### config.mk
export PLATFORM = sky130hd
export DESIGN_NAME = pgf_top
export DESIGN_NICKNAME = d
export VERILOG_FILES = /design/src/pgf_clock_divider.v /design/src/pgf_glitch_filter.v /design/src/pgf_top.v
export VERILOG_INCLUDE_DIRS = /design/src
export SDC_FILE = /design/constraint.sdc
export NUM_CORES = 1
export LEC_CHECK = 0
export BUFFER_PORTS_ARGS = -buffer_cell sky130_fd_sc_hd__buf_2
export CAP_MARGIN = 40
export CORE_MARGIN = 2
export CORE_UTILIZATION = 55
export DETAILED_ROUTE_END_ITERATION = 8
export PLACE_DENSITY_LB_ADDON = 0.12
export SKIP_LAST_GASP = 1
export SLEW_MARGIN = 0
export SYNTH_ARGS = -nofsm -noshare
export SYNTH_HDL_FRONTEND = slang
export SYNTH_SLANG_ARGS = --single-unit
### constraint.sdc
create_clock -name clock_in -period 2.87 [get_ports clock_in]
set_input_delay 0.287 -clock clock_in [delete_from_list [all_inputs] [get_ports clock_in]]
set_output_delay 0.287 -clock clock_in [all_outputs]
set_load 0.05 [all_outputs]
### src/pgf_consts.vh
// constants for the port glitch filter and pull-up block
`ifndef PGF_CONSTS_VH
`define PGF_CONSTS_VH

// register byte addresses
`define PGF_ADDR_W            16
`define PGF_FCLKDIV_ADDR      16'h30EF
`define PGF_PULLUP_ADDR       16'h30F0
`define PGF_FLTSEL_ADDR       16'h30F8
`define PGF_STAT_A_ADDR       16'h30F9
`define PGF_STAT_X_ADDR       16'h30FA

// reset values and write masks
`define PGF_FCLKDIV_RST       8'h00
`define PGF_PULLUP_RST        8'h00
`define PGF_PULLUP_WMASK      8'hEF
`define PGF_FLTSEL_RST        8'h00

// filter clock divider field positions
`define PGF_SLOW_LSB          5
`define PGF_MID_LSB           2
`define PGF_FAST_LSB          0

// filter select field positions
`define PGF_SEL_PA_LSB        0
`define PGF_SEL_KB0_LSB       2
`define PGF_SEL_KB1_LSB       4
`define PGF_SEL_RST_LSB       6

// filter select codes
`define PGF_SEL_BUS           2'h0
`define PGF_SEL_FAST          2'h1
`define PGF_SEL_MID           2'h2
`define PGF_SEL_SLOW          2'h3

// divider structure
`define PGF_BUS_CNT_W         12
`define PGF_LPO_CNT_W         7
`define PGF_FAST_BASE         3'h1
`define PGF_MID_BASE          4'h5

// filtered inputs: port a pins 0..7, keyboard 0, keyboard 1, reset/irq
`define PGF_NUM_FILT          11
`define PGF_IDX_KB0           8
`define PGF_IDX_KB1           9
`define PGF_IDX_RST           10

// open-drain pins with automatic pull-up release
`define PGF_I2C_PIN_LO        2
`define PGF_I2C_PIN_HI        3

`endif

### src/pgf_clock_divider.v
// filter sampling tick generator: two bus clock dividers and one low-power oscillator divider
`include "pgf_consts.vh"

module pgf_clock_divider (
  input  wire       clock_in,
  input  wire       resetn_in,
  input  wire       ce_in,
  input  wire       low_power_osc_clock_in,
  input  wire [1:0] fast_filter_divider_in,
  input  wire [2:0] mid_filter_divider_in,
  input  wire [2:0] slow_filter_divider_in,
  output wire       fast_tick_out,
  output wire       mid_tick_out,
  output wire       slow_tick_out
);

  reg  [`PGF_BUS_CNT_W-1:0] bus_cnt_q;
  reg  [`PGF_LPO_CNT_W-1:0] lpo_cnt_q;
  reg                       lpo_meta_q;
  reg                       lpo_sync_q;
  reg                       lpo_prev_q;
  wire                      lpo_edge;
  wire [`PGF_BUS_CNT_W-1:0] fast_mask;
  wire [`PGF_BUS_CNT_W-1:0] mid_mask;
  wire [`PGF_LPO_CNT_W-1:0] slow_mask;

  // divide by 2^(code+1) and 2^(code+5): tick when the low bits of a free counter are all ones
  assign fast_mask = ~({`PGF_BUS_CNT_W{1'b1}} << ({1'b0, fast_filter_divider_in} + `PGF_FAST_BASE));
  assign mid_mask  = ~({`PGF_BUS_CNT_W{1'b1}} << ({1'b0, mid_filter_divider_in} + `PGF_MID_BASE));
  assign slow_mask = ~({`PGF_LPO_CNT_W{1'b1}} << slow_filter_divider_in);

  assign lpo_edge      = lpo_sync_q & ~lpo_prev_q;
  assign fast_tick_out = ce_in & ((bus_cnt_q & fast_mask) == fast_mask);
  assign mid_tick_out  = ce_in & ((bus_cnt_q & mid_mask) == mid_mask);
  assign slow_tick_out = ce_in & lpo_edge & ((lpo_cnt_q & slow_mask) == slow_mask);

  // the oscillator is far slower than the bus clock, so edge detection after a synchroniser is exact
  always @(posedge clock_in or negedge resetn_in)
  begin
    if (!resetn_in)
    begin
      bus_cnt_q  <= {`PGF_BUS_CNT_W{1'b0}};
      lpo_cnt_q  <= {`PGF_LPO_CNT_W{1'b0}};
      lpo_meta_q <= 1'b0;
      lpo_sync_q <= 1'b0;
      lpo_prev_q <= 1'b0;
    end
    else if (ce_in)
    begin
      bus_cnt_q  <= bus_cnt_q + {{(`PGF_BUS_CNT_W-1){1'b0}}, 1'b1};
      lpo_meta_q <= low_power_osc_clock_in;
      lpo_sync_q <= lpo_meta_q;
      lpo_prev_q <= lpo_sync_q;
      if (lpo_edge)
        lpo_cnt_q <= lpo_cnt_q + {{(`PGF_LPO_CNT_W-1){1'b0}}, 1'b1};
    end
  end

endmodule

### src/pgf_glitch_filter.v
// one input glitch filter: synchroniser plus two-sample agreement on the sampling tick
module pgf_glitch_filter (
  input  wire clock_in,
  input  wire resetn_in,
  input  wire ce_in,
  input  wire tick_in,
  input  wire bypass_in,
  input  wire pin_in,
  output wire filtered_out
);

  reg meta_q;
  reg sync_q;
  reg sample_q;
  reg out_q;

  assign filtered_out = out_q;

  // a pulse shorter than one tick period is sampled at most once and never wins agreement
  always @(posedge clock_in or negedge resetn_in)
  begin
    if (!resetn_in)
    begin
      meta_q   <= 1'b0;
      sync_q   <= 1'b0;
      sample_q <= 1'b0;
      out_q    <= 1'b0;
    end
    else if (ce_in)
    begin
      meta_q <= pin_in;
      sync_q <= meta_q;
      if (bypass_in)
      begin
        sample_q <= sync_q;
        out_q    <= sync_q;
      end
      else if (tick_in)
      begin
        sample_q <= sync_q;
        if (sync_q == sample_q)
          out_q <= sync_q;
      end
    end
  end

endmodule

### src/pgf_top.v
// port glitch filter clocking, input filters and port a pull-up control
`include "pgf_consts.vh"

module pgf_top (
  input  wire                   clock_in,
  input  wire                   resetn_in,
  input  wire                   ce_in,
  // register port
  input  wire [`PGF_ADDR_W-1:0] reg_addr_in,
  input  wire [7:0]             reg_wdata_in,
  input  wire                   reg_write_in,
  input  wire                   reg_read_in,
  output wire [7:0]             reg_rdata_out,
  // clocking and mode
  input  wire                   low_power_osc_clock_in,
  input  wire                   stop_mode_in,
  // raw inputs
  input  wire [7:0]             port_a_pin_in,
  input  wire                   keyboard0_in,
  input  wire                   keyboard1_in,
  input  wire                   reset_irq_in,
  // filtered inputs to internal logic
  output wire [7:0]             port_a_filtered_out,
  output wire                   keyboard0_filtered_out,
  output wire                   keyboard1_filtered_out,
  output wire                   reset_irq_filtered_out,
  // port a pin configuration from the data and direction logic
  input  wire [7:0]             port_a_output_en_in,
  input  wire [7:0]             port_a_input_en_in,
  input  wire [7:0]             port_a_out_data_in,
  input  wire [1:0]             port_a_i2c_mode_in,
  // pull-up device controls
  output wire [7:0]             port_a_pullup_out
);

  // ****************************************************************
  // registers and declarations
  // ****************************************************************
  reg  [7:0]                filter_clock_divider_q;
  reg  [7:0]                port_a_pullup_enable_q;
  reg  [7:0]                filter_select_q;
  reg  [7:0]                rdata_q;
  reg  [7:0]                rdata_d;
  reg  [7:0]                pullup_q;
  reg  [7:0]                pullup_d;

  wire [1:0]                fast_filter_divider;
  wire [2:0]                mid_filter_divider;
  wire [2:0]                slow_filter_divider;
  wire [1:0]                port_a_filter_select;
  wire [1:0]                keyboard0_filter_select;
  wire [1:0]                keyboard1_filter_select;
  wire [1:0]                reset_irq_filter_select;

  wire                      fast_tick;
  wire                      mid_tick;
  wire                      slow_tick;

  wire [`PGF_NUM_FILT-1:0]  raw_vec;
  wire [`PGF_NUM_FILT-1:0]  filt_vec;
  wire [`PGF_NUM_FILT-1:0]  tick_vec;
  wire [`PGF_NUM_FILT-1:0]  bypass_vec;

  wire                      wr_fclkdiv;
  wire                      wr_pullup;
  wire                      wr_fltsel;

  // ****************************************************************
  // field extraction
  // ****************************************************************
  assign fast_filter_divider     = filter_clock_divider_q[`PGF_FAST_LSB+1:`PGF_FAST_LSB];
  assign mid_filter_divider      = filter_clock_divider_q[`PGF_MID_LSB+2:`PGF_MID_LSB];
  assign slow_filter_divider     = filter_clock_divider_q[`PGF_SLOW_LSB+2:`PGF_SLOW_LSB];
  assign port_a_filter_select    = filter_select_q[`PGF_SEL_PA_LSB+1:`PGF_SEL_PA_LSB];
  assign keyboard0_filter_select = filter_select_q[`PGF_SEL_KB0_LSB+1:`PGF_SEL_KB0_LSB];
  assign keyboard1_filter_select = filter_select_q[`PGF_SEL_KB1_LSB+1:`PGF_SEL_KB1_LSB];
  assign reset_irq_filter_select = filter_select_q[`PGF_SEL_RST_LSB+1:`PGF_SEL_RST_LSB];

  // ****************************************************************
  // register write decode
  // ****************************************************************
  assign wr_fclkdiv = ce_in & reg_write_in & (reg_addr_in == `PGF_FCLKDIV_ADDR);
  assign wr_pullup  = ce_in & reg_write_in & (reg_addr_in == `PGF_PULLUP_ADDR);
  assign wr_fltsel  = ce_in & reg_write_in & (reg_addr_in == `PGF_FLTSEL_ADDR);

  always @(posedge clock_in or negedge resetn_in)
  begin
    if (!resetn_in)
    begin
      filter_clock_divider_q <= `PGF_FCLKDIV_RST;
      port_a_pullup_enable_q <= `PGF_PULLUP_RST;
      filter_select_q        <= `PGF_FLTSEL_RST;
    end
    else
    begin
      if (wr_fclkdiv)
        filter_clock_divider_q <= reg_wdata_in;
      if (wr_pullup)
        port_a_pullup_enable_q <= reg_wdata_in & `PGF_PULLUP_WMASK;
      if (wr_fltsel)
        filter_select_q <= reg_wdata_in;
    end
  end

  // ****************************************************************
  // register read port
  // ****************************************************************
  // data stands only in the cycle after the strobe; zero otherwise and for unmapped addresses
  always @*
  begin
    rdata_d = 8'h00;
    if (reg_read_in)
    begin
      case (reg_addr_in)
        `PGF_FCLKDIV_ADDR: rdata_d = filter_clock_divider_q;
        `PGF_PULLUP_ADDR:  rdata_d = port_a_pullup_enable_q & `PGF_PULLUP_WMASK;
        `PGF_FLTSEL_ADDR:  rdata_d = filter_select_q;
        `PGF_STAT_A_ADDR:  rdata_d = filt_vec[7:0];
        `PGF_STAT_X_ADDR:  rdata_d = {5'h00, filt_vec[`PGF_IDX_RST], filt_vec[`PGF_IDX_KB1], filt_vec[`PGF_IDX_KB0]};
        default:           rdata_d = 8'h00;
      endcase
    end
  end

  always @(posedge clock_in or negedge resetn_in)
  begin
    if (!resetn_in)
      rdata_q <= 8'h00;
    else if (ce_in)
      rdata_q <= rdata_d;
  end

  assign reg_rdata_out = rdata_q;

  // ****************************************************************
  // filter sampling ticks
  // ****************************************************************
  pgf_clock_divider u_divider (
    .clock_in               (clock_in),
    .resetn_in              (resetn_in),
    .ce_in                  (ce_in),
    .low_power_osc_clock_in (low_power_osc_clock_in),
    .fast_filter_divider_in (fast_filter_divider),
    .mid_filter_divider_in  (mid_filter_divider),
    .slow_filter_divider_in (slow_filter_divider),
    .fast_tick_out          (fast_tick),
    .mid_tick_out           (mid_tick),
    .slow_tick_out          (slow_tick)
  );

  // ****************************************************************
  // tick selection
  // ****************************************************************
  // stop mode replaces bus-derived dividers with the slow tick on the keyboard and reset/irq filters only, because the bus clock halts there
  function select_tick;
    input [1:0] code;
    input       auto_slow;
    input       stop;
    input       t_fast;
    input       t_mid;
    input       t_slow;
    reg   [1:0] eff;
    begin
      eff = code;
      if (auto_slow && stop && ((code == `PGF_SEL_FAST) || (code == `PGF_SEL_MID)))
        eff = `PGF_SEL_SLOW;
      case (eff)
        `PGF_SEL_BUS:  select_tick = 1'b1;
        `PGF_SEL_FAST: select_tick = t_fast;
        `PGF_SEL_MID:  select_tick = t_mid;
        `PGF_SEL_SLOW: select_tick = t_slow;
        default:       select_tick = 1'b1;
      endcase
    end
  endfunction

  assign raw_vec = {reset_irq_in, keyboard1_in, keyboard0_in, port_a_pin_in};

  // ****************************************************************
  // input filters
  // ****************************************************************
  genvar gi;
  generate
    for (gi = 0; gi < `PGF_NUM_FILT; gi = gi + 1)
    begin : g_filt
      wire [1:0] sel;
      wire       auto_slow;
      if (gi == `PGF_IDX_KB0)
      begin : g_kb0
        assign sel       = keyboard0_filter_select;
        assign auto_slow = 1'b1;
      end
      else if (gi == `PGF_IDX_KB1)
      begin : g_kb1
        assign sel       = keyboard1_filter_select;
        assign auto_slow = 1'b1;
      end
      else if (gi == `PGF_IDX_RST)
      begin : g_rst
        assign sel       = reset_irq_filter_select;
        assign auto_slow = 1'b1;
      end
      else
      begin : g_pa
        assign sel       = port_a_filter_select;
        assign auto_slow = 1'b0;
      end

      assign tick_vec[gi]   = ce_in & select_tick(sel, auto_slow, stop_mode_in,
                                                  fast_tick, mid_tick, slow_tick);
      // reset/irq code 00 means no filtering at all
      assign bypass_vec[gi] = (gi == `PGF_IDX_RST) && (sel == `PGF_SEL_BUS);

      pgf_glitch_filter u_filter (
        .clock_in     (clock_in),
        .resetn_in    (resetn_in),
        .ce_in        (ce_in),
        .tick_in      (tick_vec[gi]),
        .bypass_in    (bypass_vec[gi]),
        .pin_in       (raw_vec[gi]),
        .filtered_out (filt_vec[gi])
      );
    end
  endgenerate

  assign port_a_filtered_out    = filt_vec[7:0];
  assign keyboard0_filtered_out = filt_vec[`PGF_IDX_KB0];
  assign keyboard1_filtered_out = filt_vec[`PGF_IDX_KB1];
  assign reset_irq_filtered_out = filt_vec[`PGF_IDX_RST];

  // ****************************************************************
  // port a pull-up control
  // ****************************************************************
  // pull-ups go to input-enabled, non-driven pins, and to open-drain pins 2 and 3 while driven high; others stay off to save power
  always @*
  begin : pullup_comb
    integer i;
    pullup_d = 8'h00;
    for (i = 0; i < 8; i = i + 1)
    begin
      pullup_d[i] = port_a_pullup_enable_q[i] & ~port_a_output_en_in[i]
                    & port_a_input_en_in[i];
    end
    if (port_a_i2c_mode_in[0] && port_a_output_en_in[`PGF_I2C_PIN_LO])
      pullup_d[`PGF_I2C_PIN_LO] = port_a_pullup_enable_q[`PGF_I2C_PIN_LO]
                                  & port_a_out_data_in[`PGF_I2C_PIN_LO];
    if (port_a_i2c_mode_in[1] && port_a_output_en_in[`PGF_I2C_PIN_HI])
      pullup_d[`PGF_I2C_PIN_HI] = port_a_pullup_enable_q[`PGF_I2C_PIN_HI]
                                  & port_a_out_data_in[`PGF_I2C_PIN_HI];
  end

  always @(posedge clock_in or negedge resetn_in)
  begin
    if (!resetn_in)
      pullup_q <= 8'h00;
    else if (ce_in)
      pullup_q <= pullup_d;
  end

  assign port_a_pullup_out = pullup_q;

endmodule

==> run metrics, run 1 <==
outcome=complete, no violations; first-pass GRT wire length=17950 um; CTS Buf Count=9; asr flop ratio synth=1.000; die area=9883 sq um; Wirelength per Cell=16.58 um; Seq cells post-synth=104; die height=99.42 um; combinational power share=0.200; port buffer count=85; initial core utilization=0.5714; skew final=0.01973 ns; root buf cell=clkbuf_8; synth cell count leaders=104 x dfrtp_1, 50 x nand2_1, 46 x mux2_2; Mapped Area=5007 sq um; sequential share of the synthesized area=0.5197; syn nets=516; post-synth cell types=57; Max-slew headroom=0.5533; Min-Delay Path Depth=2; crit path max fanout=18; Clk pwr share=0.281; # DRC=0; global-route usage over all layers=0.2297; RSZ-0062 raised after global routing=no; PwrDens=634.4 nW/um^2; largest net degree at the start of global routing=55; final hold viol count=0; switch share=0.3145; peak supply drop=442.5 uV; grt total ovfl=0; layout cells sized above 1=0.3327; clock sinks=104; vias per cell=5.833; row count=34; n_diodes=0; period utilization=0.8409; post-synth top area share=0.5197; initial antenna violation count=0; kind of critical path=register to register; Leakage Power=2.727 nW; nets@finish=603; ys flop type=dfrtp_1; Worst EP required=3.12 ns; CP startpoint kind=register; post_cts resized=0; largest buffer count on any clock path=2; Post-Synth Simple-Gate Area=0.1227; MaxCap Viol Count=0; io pins=95; H-tree lvl count=3; top-count cell post-synth=dfrtp_1; Mapped Cells=440; internal power=2.515 mW; Post-synth EDFFs=0; post-DP HPWL=7932 um; largest family of logic cells by synthesized area=compound AO/OA/AOI/OAI gates; CP Capture Type=register; mux share of post-synthesis cell area=0.1214; crit path DAT=2.66 ns; post-route minimum period=2.413 ns; Syn Area/Cell=11.38 sq um; dominant cells by area after synthesis=dfrtp_1 52%, mux2_2 10%, nand2_1 3.7%; synth warn=0; post-synthesis adder-cell area fraction=0.01999; CTS tree=done; Seq pwr share=0.519; Reg clk slew, reported paths=0.11 ns; Worst Hold Class=primary input to register; Synth-to-Final Area Change=15.49%; vias=3733; setup TNS=0 ns; Max Freq=0.4144 GHz; number of global-route vias before repair=3711; die span in x=99.42 um; Sw Pwr=1.154 mW; complex-gate fraction of the synthesized area=0.1472; Placer Congestion=0.8711; total routed wirelength=10610 um; final max-slew violation count=0; post-synthesis xor/xnor area fraction=0.03148; Worst Tran Pin Value=0.6700 ns; Yosys top cell by area=dfrtp_1; DRT antenna net count=0; Final setup violation count=0; DRT iter0 DRCs=270; total core area=8763 sq um; Initial DRT Pass Iterations=6; reg2reg path depth=7; Min Hold Slack=0.1360 ns; Worst-Skew Late Latency=0.37 ns
[cells by family after synthesis]
group	count (synthesis)
simple gates	118
flops	104
other cells	1
xor+xnor	18
mux	52
fa+ha+maj	8
compound gates	101
buf+inv	38
[cell type report]
cell class                 instances  area, sq um
sequential                       104         2603
clock buffer                      11        141.4
inverter                          19        71.32
clock inverter                     5        86.33
multi-input combinational        298         2221
fill                             687         2980
tap                              108        135.1
timing repair buffer              95        525.5
[worst paths after layout]
| path | start | to | slack, ns |
|---|---|---|---|
| min reg2reg | u_divider.lpo_cnt_q[6]$_DFFE_PN0P_ | u_divider.lpo_cnt_q[6]$_DFFE_PN0P_ | 0.48 |
| min in group asynchronous | resetn_in | port_a_pullup_out[5]$_DFFE_PN0P_ | 0.47 |
| max in group asynchronous | resetn_in | g_filt[7].u_filter.sample_q$_DFFE_PN0P_ | 1.67 |
| min | low_power_osc_clock_in | u_divider.lpo_meta_q$_DFFE_PN0P_ | 0.14 |
| max reg2reg | filter_clock_divider_q[7]$_DFFE_PN0P_ | g_filt[2].u_filter.sample_q$_DFFE_PN0P_ | 0.46 |
| max | filter_clock_divider_q[7]$_DFFE_PN0P_ | g_filt[2].u_filter.sample_q$_DFFE_PN0P_ | 0.46 |
[timing repair]
action	CTS	global route
endpoints found under the hold margin	50	0
hold buffers	1	0
setup buffers	0	0
[registers in the layout, indices dropped and copies added (netlist names)]
register	count
filter_clock_divider_q	8
filter_select_q	8
g_filt.u_filter.filtered_out	11
g_filt.u_filter.meta_q	11
g_filt.u_filter.sample_q	11
g_filt.u_filter.sync_q	11
port_a_pullup_enable_q	7
port_a_pullup_out	7
reg_rdata_out	8
u_divider.bus_cnt_q	12
u_divider.lpo_cnt_q	7
u_divider.lpo_meta_q	1
u_divider.lpo_prev_q	1
u_divider.lpo_sync_q	1
[metal layers]
layer,global-route usage,vias to the layer above,part of all wire
met3,0.05271,22,0.079
met1,0.3155,1799,0.45
met5,0,-,0
met2,0.3602,142,0.45
met4,0.08535,0,0.023
li1,-,1770,-
[critical path, stage by stage, from the launching register on]
cell and delay (ns):
dfrtp_1 0.46, nor2b_1 0.17, o221a_2 0.29, a21oi_1 0.46
a41o_1 0.28, o21ai_2 0.13, buf_8 0.21, mux2_4 0.30
[placed cells by master (no fill, tap or decap), types with 2 or more instances in the layout]
master and n:
inv_1 19, a211o_2 2, mux2_2 46, o31ai_4 2
and4_1 3, and2_1 3, nand3_1 12, nor2b_1 7
xor2_1 7, a21oi_1 13, nor2_1 12, buf_4 8
nand2b_1 3, a31oi_1 4, and3_1 3, ha_1 8
xnor2_1 11, mux2_4 6, a222oi_1 8, dfrtp_1 104
nor4_1 2, clkbuf_8 10, or2_2 2, nand2_1 50
o211ai_1 12, bufinv_16 2, buf_2 84, nor4_2 3
o21ai_0 28, a22o_1 3, a21oi_2 2, nand4b_1 5
inv_6 2, o2bb2ai_1 2, a21o_1 8, nor3_1 3
nand4_1 6
[power groups by stage]
| stage | Combinational [mW] | Clock [mW] | Sequential (mW) |
|---|---|---|---|
| 2_1_floorplan | 0.577 | 0 | 1.87 |
| 3_3_place_gp | 0.702 | 0 | 1.91 |
| 3_5_place_dp | 0.740 | 0 | 1.93 |
| 4_1_cts | 0.744 | 1.05 | 1.90 |
| 5_1_grt | 0.813 | 1.12 | 1.94 |
| 6_report | 0.735 | 1.03 | 1.90 |
[through the flow]
stage | cells | cell area, sq um | util | setup WS, ns | power (mW)
after CTS | 640 | 5783 | 0.6599 | 0.4918 | 3.697
after global placement | 622 | 5530 | 0.6311 | 0.2922 | 2.617
after detailed placement | 623 | 5545 | 0.6328 | 0.5106 | 2.670
after floorplan | 440 | 5007 | - | 0.7461 | 2.447
after global routing | 640 | 5783 | 0.6599 | 0.2930 | 3.873
final | 640 | 5783 | 0.6599 | 0.4566 | 3.669
Note: power is estimated with default switching activity, not from simulation.
==> run 2: changes to the inputs <==
Clock period 2.87 ns to 2.25 ns, I/O delays scaled along.
==> run metrics, run 2 (same netlist as run 1, synthesis figures left out) <==
layout cells sized above 1=0.3554; RR Endpoint=g_filt[8].u_filter.sample_q$_DFFE_PN0P_; Wirelength per Cell=16.67 um; outcome=complete, but fails checks; largest stage delay on the critical path=0.47 ns; DP Worst Slack=0.02577 ns; Max Freq=0.4442 GHz; Worst Hold Class=primary input to register; crit path DAT=2.49 ns; total routed wirelength=10850 um; Final setup violation count=1; Leakage Power=2.778 nW; Hold Path Origin=keyboard0_in; most common cell after layout, fill and taps aside=dfrtp_1; Post-Route M1 WL=4913 um; delay-heaviest family, CP=compound AO/OA/AOI/OAI gates; total core area=8763 sq um; Cell Chain, Critical Path=buf_4 -> a21oi_2 -> a21oi_1 -> a221o_1 -> or2_4 -> o31ai_4 -> a21oi_2 -> mux2_4; most used cell, CP=a21oi_2; final worst setup slack=-0.001250 ns; H-tree lvl count=3; Placed Cells=634; DRT iter0 DRCs=228; row count=34; port buffer count=85; grt total ovfl=0; CP startpoint kind=register; largest buffer count on any clock path=2; period utilization=1.001; DRT antenna net count=0; kind of critical path=register to register; die area=9883 sq um; Reg clk slew, reported paths=0.09 ns; flop2flop setup slack=-0.001 ns; clock sinks=104; met3 wire length=765 um; post-DP HPWL=8143 um; skew final=0.01484 ns; io pins=95; RR Startpoint=filter_clock_divider_q[3]$_DFFE_PN0P_; die height=99.42 um; PwrDens=777.1 nW/um^2; initial core utilization=0.5714; vias per cell=5.783; initial antenna violation count=0; vias=3765; reg2reg path depth=8; post-route minimum period=2.251 ns; root buf cell=clkbuf_8; global-route usage over all layers=0.2277; die span in x=99.42 um; Synth-to-Final Area Change=17.37%; crit path max fanout=4; # DRC=0; number of global-route vias before repair=3647; final hold viol count=0; failing checks=setup timing; commonest cells after routing, fill and taps aside=102 x dfrtp_1, 84 x buf_2, 50 x nand2_1; RSZ-0062 raised after global routing=yes; peak supply drop=555.8 uV; max reg flops=12; worst hold endpoint=g_filt[8].u_filter.meta_q$_DFFE_PN0P_; MaxCap Viol Count=0; final max-slew violation count=0; Placer Congestion=0.7983; nets@finish=615; Max Used Layer=met4; Min-Delay Path Depth=2; CP bufs+invs=1; Largest Register=u_divider.bus_cnt_q; n_diodes=0; Worst-Skew Late Latency=0.36 ns; met2 routed WL=5090 um; largest net degree at the start of global routing=50; CP Capture Type=register; Initial DRT Pass Iterations=7; Non-Filler Instances=651; Worst EP required=2.49 ns; Slowest cell on crit path=dfrtp_2; CTS tree=done; final core occ=0.6706; first-pass GRT wire length=17750 um; setup TNS=-0.001250 ns; CTS Buf Count=9
==> run 2: cell types whose count changed in the layout (fill, tap and decap cells not counted), moves of 2 or more <==
cell,change
ha_4,+2
dfrtp_1,-2
ha_1,-2
inv_6,-2
dfrtp_2,+2
buf_4,+12
==> run 2: through the flow <==
| step | power [mW] | hold slack, ns | instance area [sq um] |
|---|---|---|---|
| detailed placement | 3.454 | 0.1916 | 5633 |
| floorplan | 3.121 | -0.07059 | 5007 |
| global route | 4.810 | 0.07325 | 5877 |
| CTS | 4.592 | 0.07495 | 5841 |
| finish | 4.567 | 0.09043 | 5877 |
| global placement | 3.392 | 0.1879 | 5633 |
==> run 2: per-layer routing <==
layer,global-route usage,vias to the layer above
met2,0.3706,123
met3,0.04989,7
li1,-,1793
met4,0.05058,0
met5,0,-
met1,0.3171,1842
==> run 2: worst max path at each step <==
stage | start | end | cells after the start | slack [ns]
finish | filter_clock_divider_q[3]$_DFFE_PN0P_ | g_filt[8].u_filter.sample_q$_DFFE_PN0P_ | 8 | -0.001
global route | filter_clock_divider_q[2]$_DFFE_PN0P_ | g_filt[8].u_filter.sample_q$_DFFE_PN0P_ | 8 | -0.06
CTS | filter_clock_divider_q[2]$_DFFE_PN0P_ | g_filt[8].u_filter.sample_q$_DFFE_PN0P_ | 8 | -0.004
detailed placement | filter_clock_divider_q[2]$_DFFE_PN0P_ | g_filt[8].u_filter.sample_q$_DFFE_PN0P_ | 8 | 0.03
global placement | filter_clock_divider_q[2]$_DFFE_PN0P_ | g_filt[8].u_filter.sample_q$_DFFE_PN0P_ | 8 | 0.05
floorplan | filter_clock_divider_q[2]$_DFFE_PN0P_ | g_filt[8].u_filter.sample_q$_DFFE_PN0P_ | 8 | 0.13
==> run 2: power breakdown <==
part	total, mW	internal [mW]	switching (mW)
combinational	1.01	0.457	0.555
sequential	2.41	2.13	0.279
clock	1.15	0.539	0.607
total	4.57	3.13	1.44
==> run 2: what timing repair did <==
item / 4_1_cts / 5_1_grt
buffers inserted: 1 / 0
pin swaps: 3 / 6
endpoints found under the hold margin: 29 / 0
gates resized for setup: 1 / 6
endpoints found under the setup margin: 1 / 9
hold buffers: 1 / 0
gates cloned: 0 / 0
==> run 2: area by class of cell <==
| type | instances | area (sq um) |
|---|---|---|
| well taps | 108 | 135.1 |
| fillers | 716 | 2887 |
| clock inverters | 3 | 42.54 |
| inverters | 19 | 71.32 |
| clock buffers | 12 | 145.1 |
| multi-input cells | 298 | 2257 |
| repair buffers | 107 | 620.6 |
| flip-flops and latches | 104 | 2605 |
==> run 3: changes to the inputs <==
Settings changed: CELL_PAD_IN_SITES_DETAIL_PLACEMENT set to 0, CELL_PAD_IN_SITES_GLOBAL_PLACEMENT set to 1, CORE_UTILIZATION 55 to 44, RECOVER_POWER set to 50.
Clock period 2.25 ns to 2.09 ns, I/O delays scaled along.
==> run metrics, run 3 (same netlist as run 1, synthesis figures left out) <==
outcome=complete, but fails checks; failing checks=setup timing; DRT iter0 DRCs=174; Sw Pwr=1.643 mW; crit path DAT=2.44 ns; Seq pwr share=0.464; flop2flop setup slack=-0.12 ns; RR Startpoint=filter_clock_divider_q[2]$_DFFE_PN0P_; period utilization=1.059; Max-slew headroom=0.3382; met3 GRT Util=0.03827; number of global-route vias before repair=3840; post-route minimum period=2.213 ns; Worst-Skew Late Latency=0.34 ns; initial antenna violation count=0; Most Used Layer, Global Route=met2; n_diodes=0; final hold viol count=0; final worst setup slack=-0.1228 ns; Reg clk slew, reported paths=0.07 ns; MaxCap Viol Count=0; nets@finish=631; total routed wirelength=11530 um; Wirelength per Cell=16.49 um; RR Endpoint=g_filt[8].u_filter.sample_q$_DFFE_PN0P_; first-pass GRT wire length=19320 um; Min-Delay Path Depth=2; die area=12250 sq um; Max Freq=0.4519 GHz; max reg flops=12; combinational power share=0.211; peak supply drop=514.0 uV; Final setup violation count=21; Worst Tran Pin Value=0.9927 ns; most common cell after layout, fill and taps aside=dfrtp_1; Initial DRT Pass Iterations=5; vias per cell=5.449; CTS Buf Count=9; RSZ-0062 raised after global routing=yes; CP startpoint kind=register; switch share=0.2963; die span in x=110.7 um; CP Capture Type=register; DRT antenna net count=0; total power=5.544 mW; Clk pwr share=0.326; global-route usage over all layers=0.1941; initial core utilization=0.4559; reg2reg path depth=8; io pins=95; Min Hold Slack=0.09324 ns; root buf cell=clkbuf_16; skew final=0.007263 ns; die height=110.7 um; H-tree lvl count=3; # DRC=0; layout cells sized above 1=0.3685; grt total ovfl=0; Placer Congestion=0.7983; Largest Register=u_divider.bus_cnt_q; total core area=10980 sq um; crit path launch=filter_clock_divider_q[2]$_DFFE_PN0P_; final max-slew violation count=0; clock sinks=104; worst hold endpoint=g_filt[6].u_filter.meta_q$_DFFE_PN0P_; largest buffer count on any clock path=2; post-DP HPWL=8459 um; met2 Use GR=0.3096; Synth-to-Final Area Change=22.99%; kind of critical path=register to register; M1 GR Usage=0.2689; largest net degree at the start of global routing=40; vias=3809; Leakage Power=2.900 nW; Worst EP required=2.32 ns; internal power=3.901 mW; port buffer count=85; crit path max fanout=3; Hold Path Origin=port_a_pin_in[6]; PwrDens=900.3 nW/um^2; CTS tree=done; row count=38; Worst Hold Class=primary input to register; commonest cells after routing, fill and taps aside=104 x dfrtp_1, 84 x buf_2, 50 x nand2_1
-- run 3: worst max-delay path by stage --
stage | slack (ns) | endpoint | cells past startpoint
finish | -0.12 | g_filt[8].u_filter.sample_q$_DFFE_PN0P_ | 8
global route | -0.25 | g_filt[9].u_filter.sample_q$_DFFE_PN0P_ | 8
CTS | -0.13 | g_filt[8].u_filter.sample_q$_DFFE_PN0P_ | 8
detailed placement | -0.12 | g_filt[8].u_filter.sample_q$_DFFE_PN0P_ | 8
global placement | -0.09 | g_filt[8].u_filter.sample_q$_DFFE_PN0P_ | 8
floorplan | -0.03 | g_filt[8].u_filter.sample_q$_DFFE_PN0P_ | 8
-- run 3: stage by stage --
stage / TNS (ns) / utilization / std cells / instance area [sq um] / setup slack, ns
after floorplan: -0.06983 / - / 440 / 5007 / -0.03389
after global routing: -4.386 / 0.5607 / 699 / 6158 / -0.2488
final: -1.391 / 0.5607 / 699 / 6158 / -0.1228
after CTS: -0.4543 / 0.5572 / 695 / 6120 / -0.1258
after global placement: -0.2002 / 0.5252 / 677 / 5768 / -0.09080
after detailed placement: -0.3452 / 0.5252 / 677 / 5768 / -0.1182
-- run 3: power by group through the flow --
| stage | sequential (mW) | clock (mW) | combinational [mW] |
|---|---|---|---|
| global route | 2.62 | 1.92 | 1.30 |
| global placement | 2.59 | 0 | 1.13 |
| floorplan | 2.57 | 0 | 0.793 |
| finish | 2.57 | 1.81 | 1.17 |
| detailed placement | 2.61 | 0 | 1.17 |
| CTS | 2.57 | 1.84 | 1.18 |
-- run 3: timing repair --
item | 4_1_cts | 5_1_grt
hold buffers | 1 | 0
pin swaps | 4 | 6
buffers inserted | 2 | 3
endpoints found under the setup margin | 14 | 22
cloned | 0 | 1
gates resized for setup | 2 | 5
endpoints found under the hold margin | 34 | 0
-- run 3: cell type report --
type,instances,area (sq um)
Fill cell,964,4825
Sequential cell,104,2603
Multi-Input combinational cell,298,2253
Timing Repair Buffer,123,735.7
Clock buffer,10,239.0
Tap cell,140,175.2
Clock inverter,5,81.33
Inverter,19,71.32
-- run 3: critical path: stages (launching register included) --
cell	delay (ns)
dfrtp_1	0.41
ha_1	0.31
inv_1	0.06
o21ai_1	0.06
a221o_1	0.32
or2_4	0.27
o31ai_4	0.26
a21oi_2	0.10
mux2_4	0.30
-- run 3: per-layer routing --
metal | up-vias | routed length, um
met5 | - | 0
met4 | 0 | 167
met3 | 13 | 665
met2 | 117 | 5210
met1 | 1850 | 5482
li1 | 1829 | -
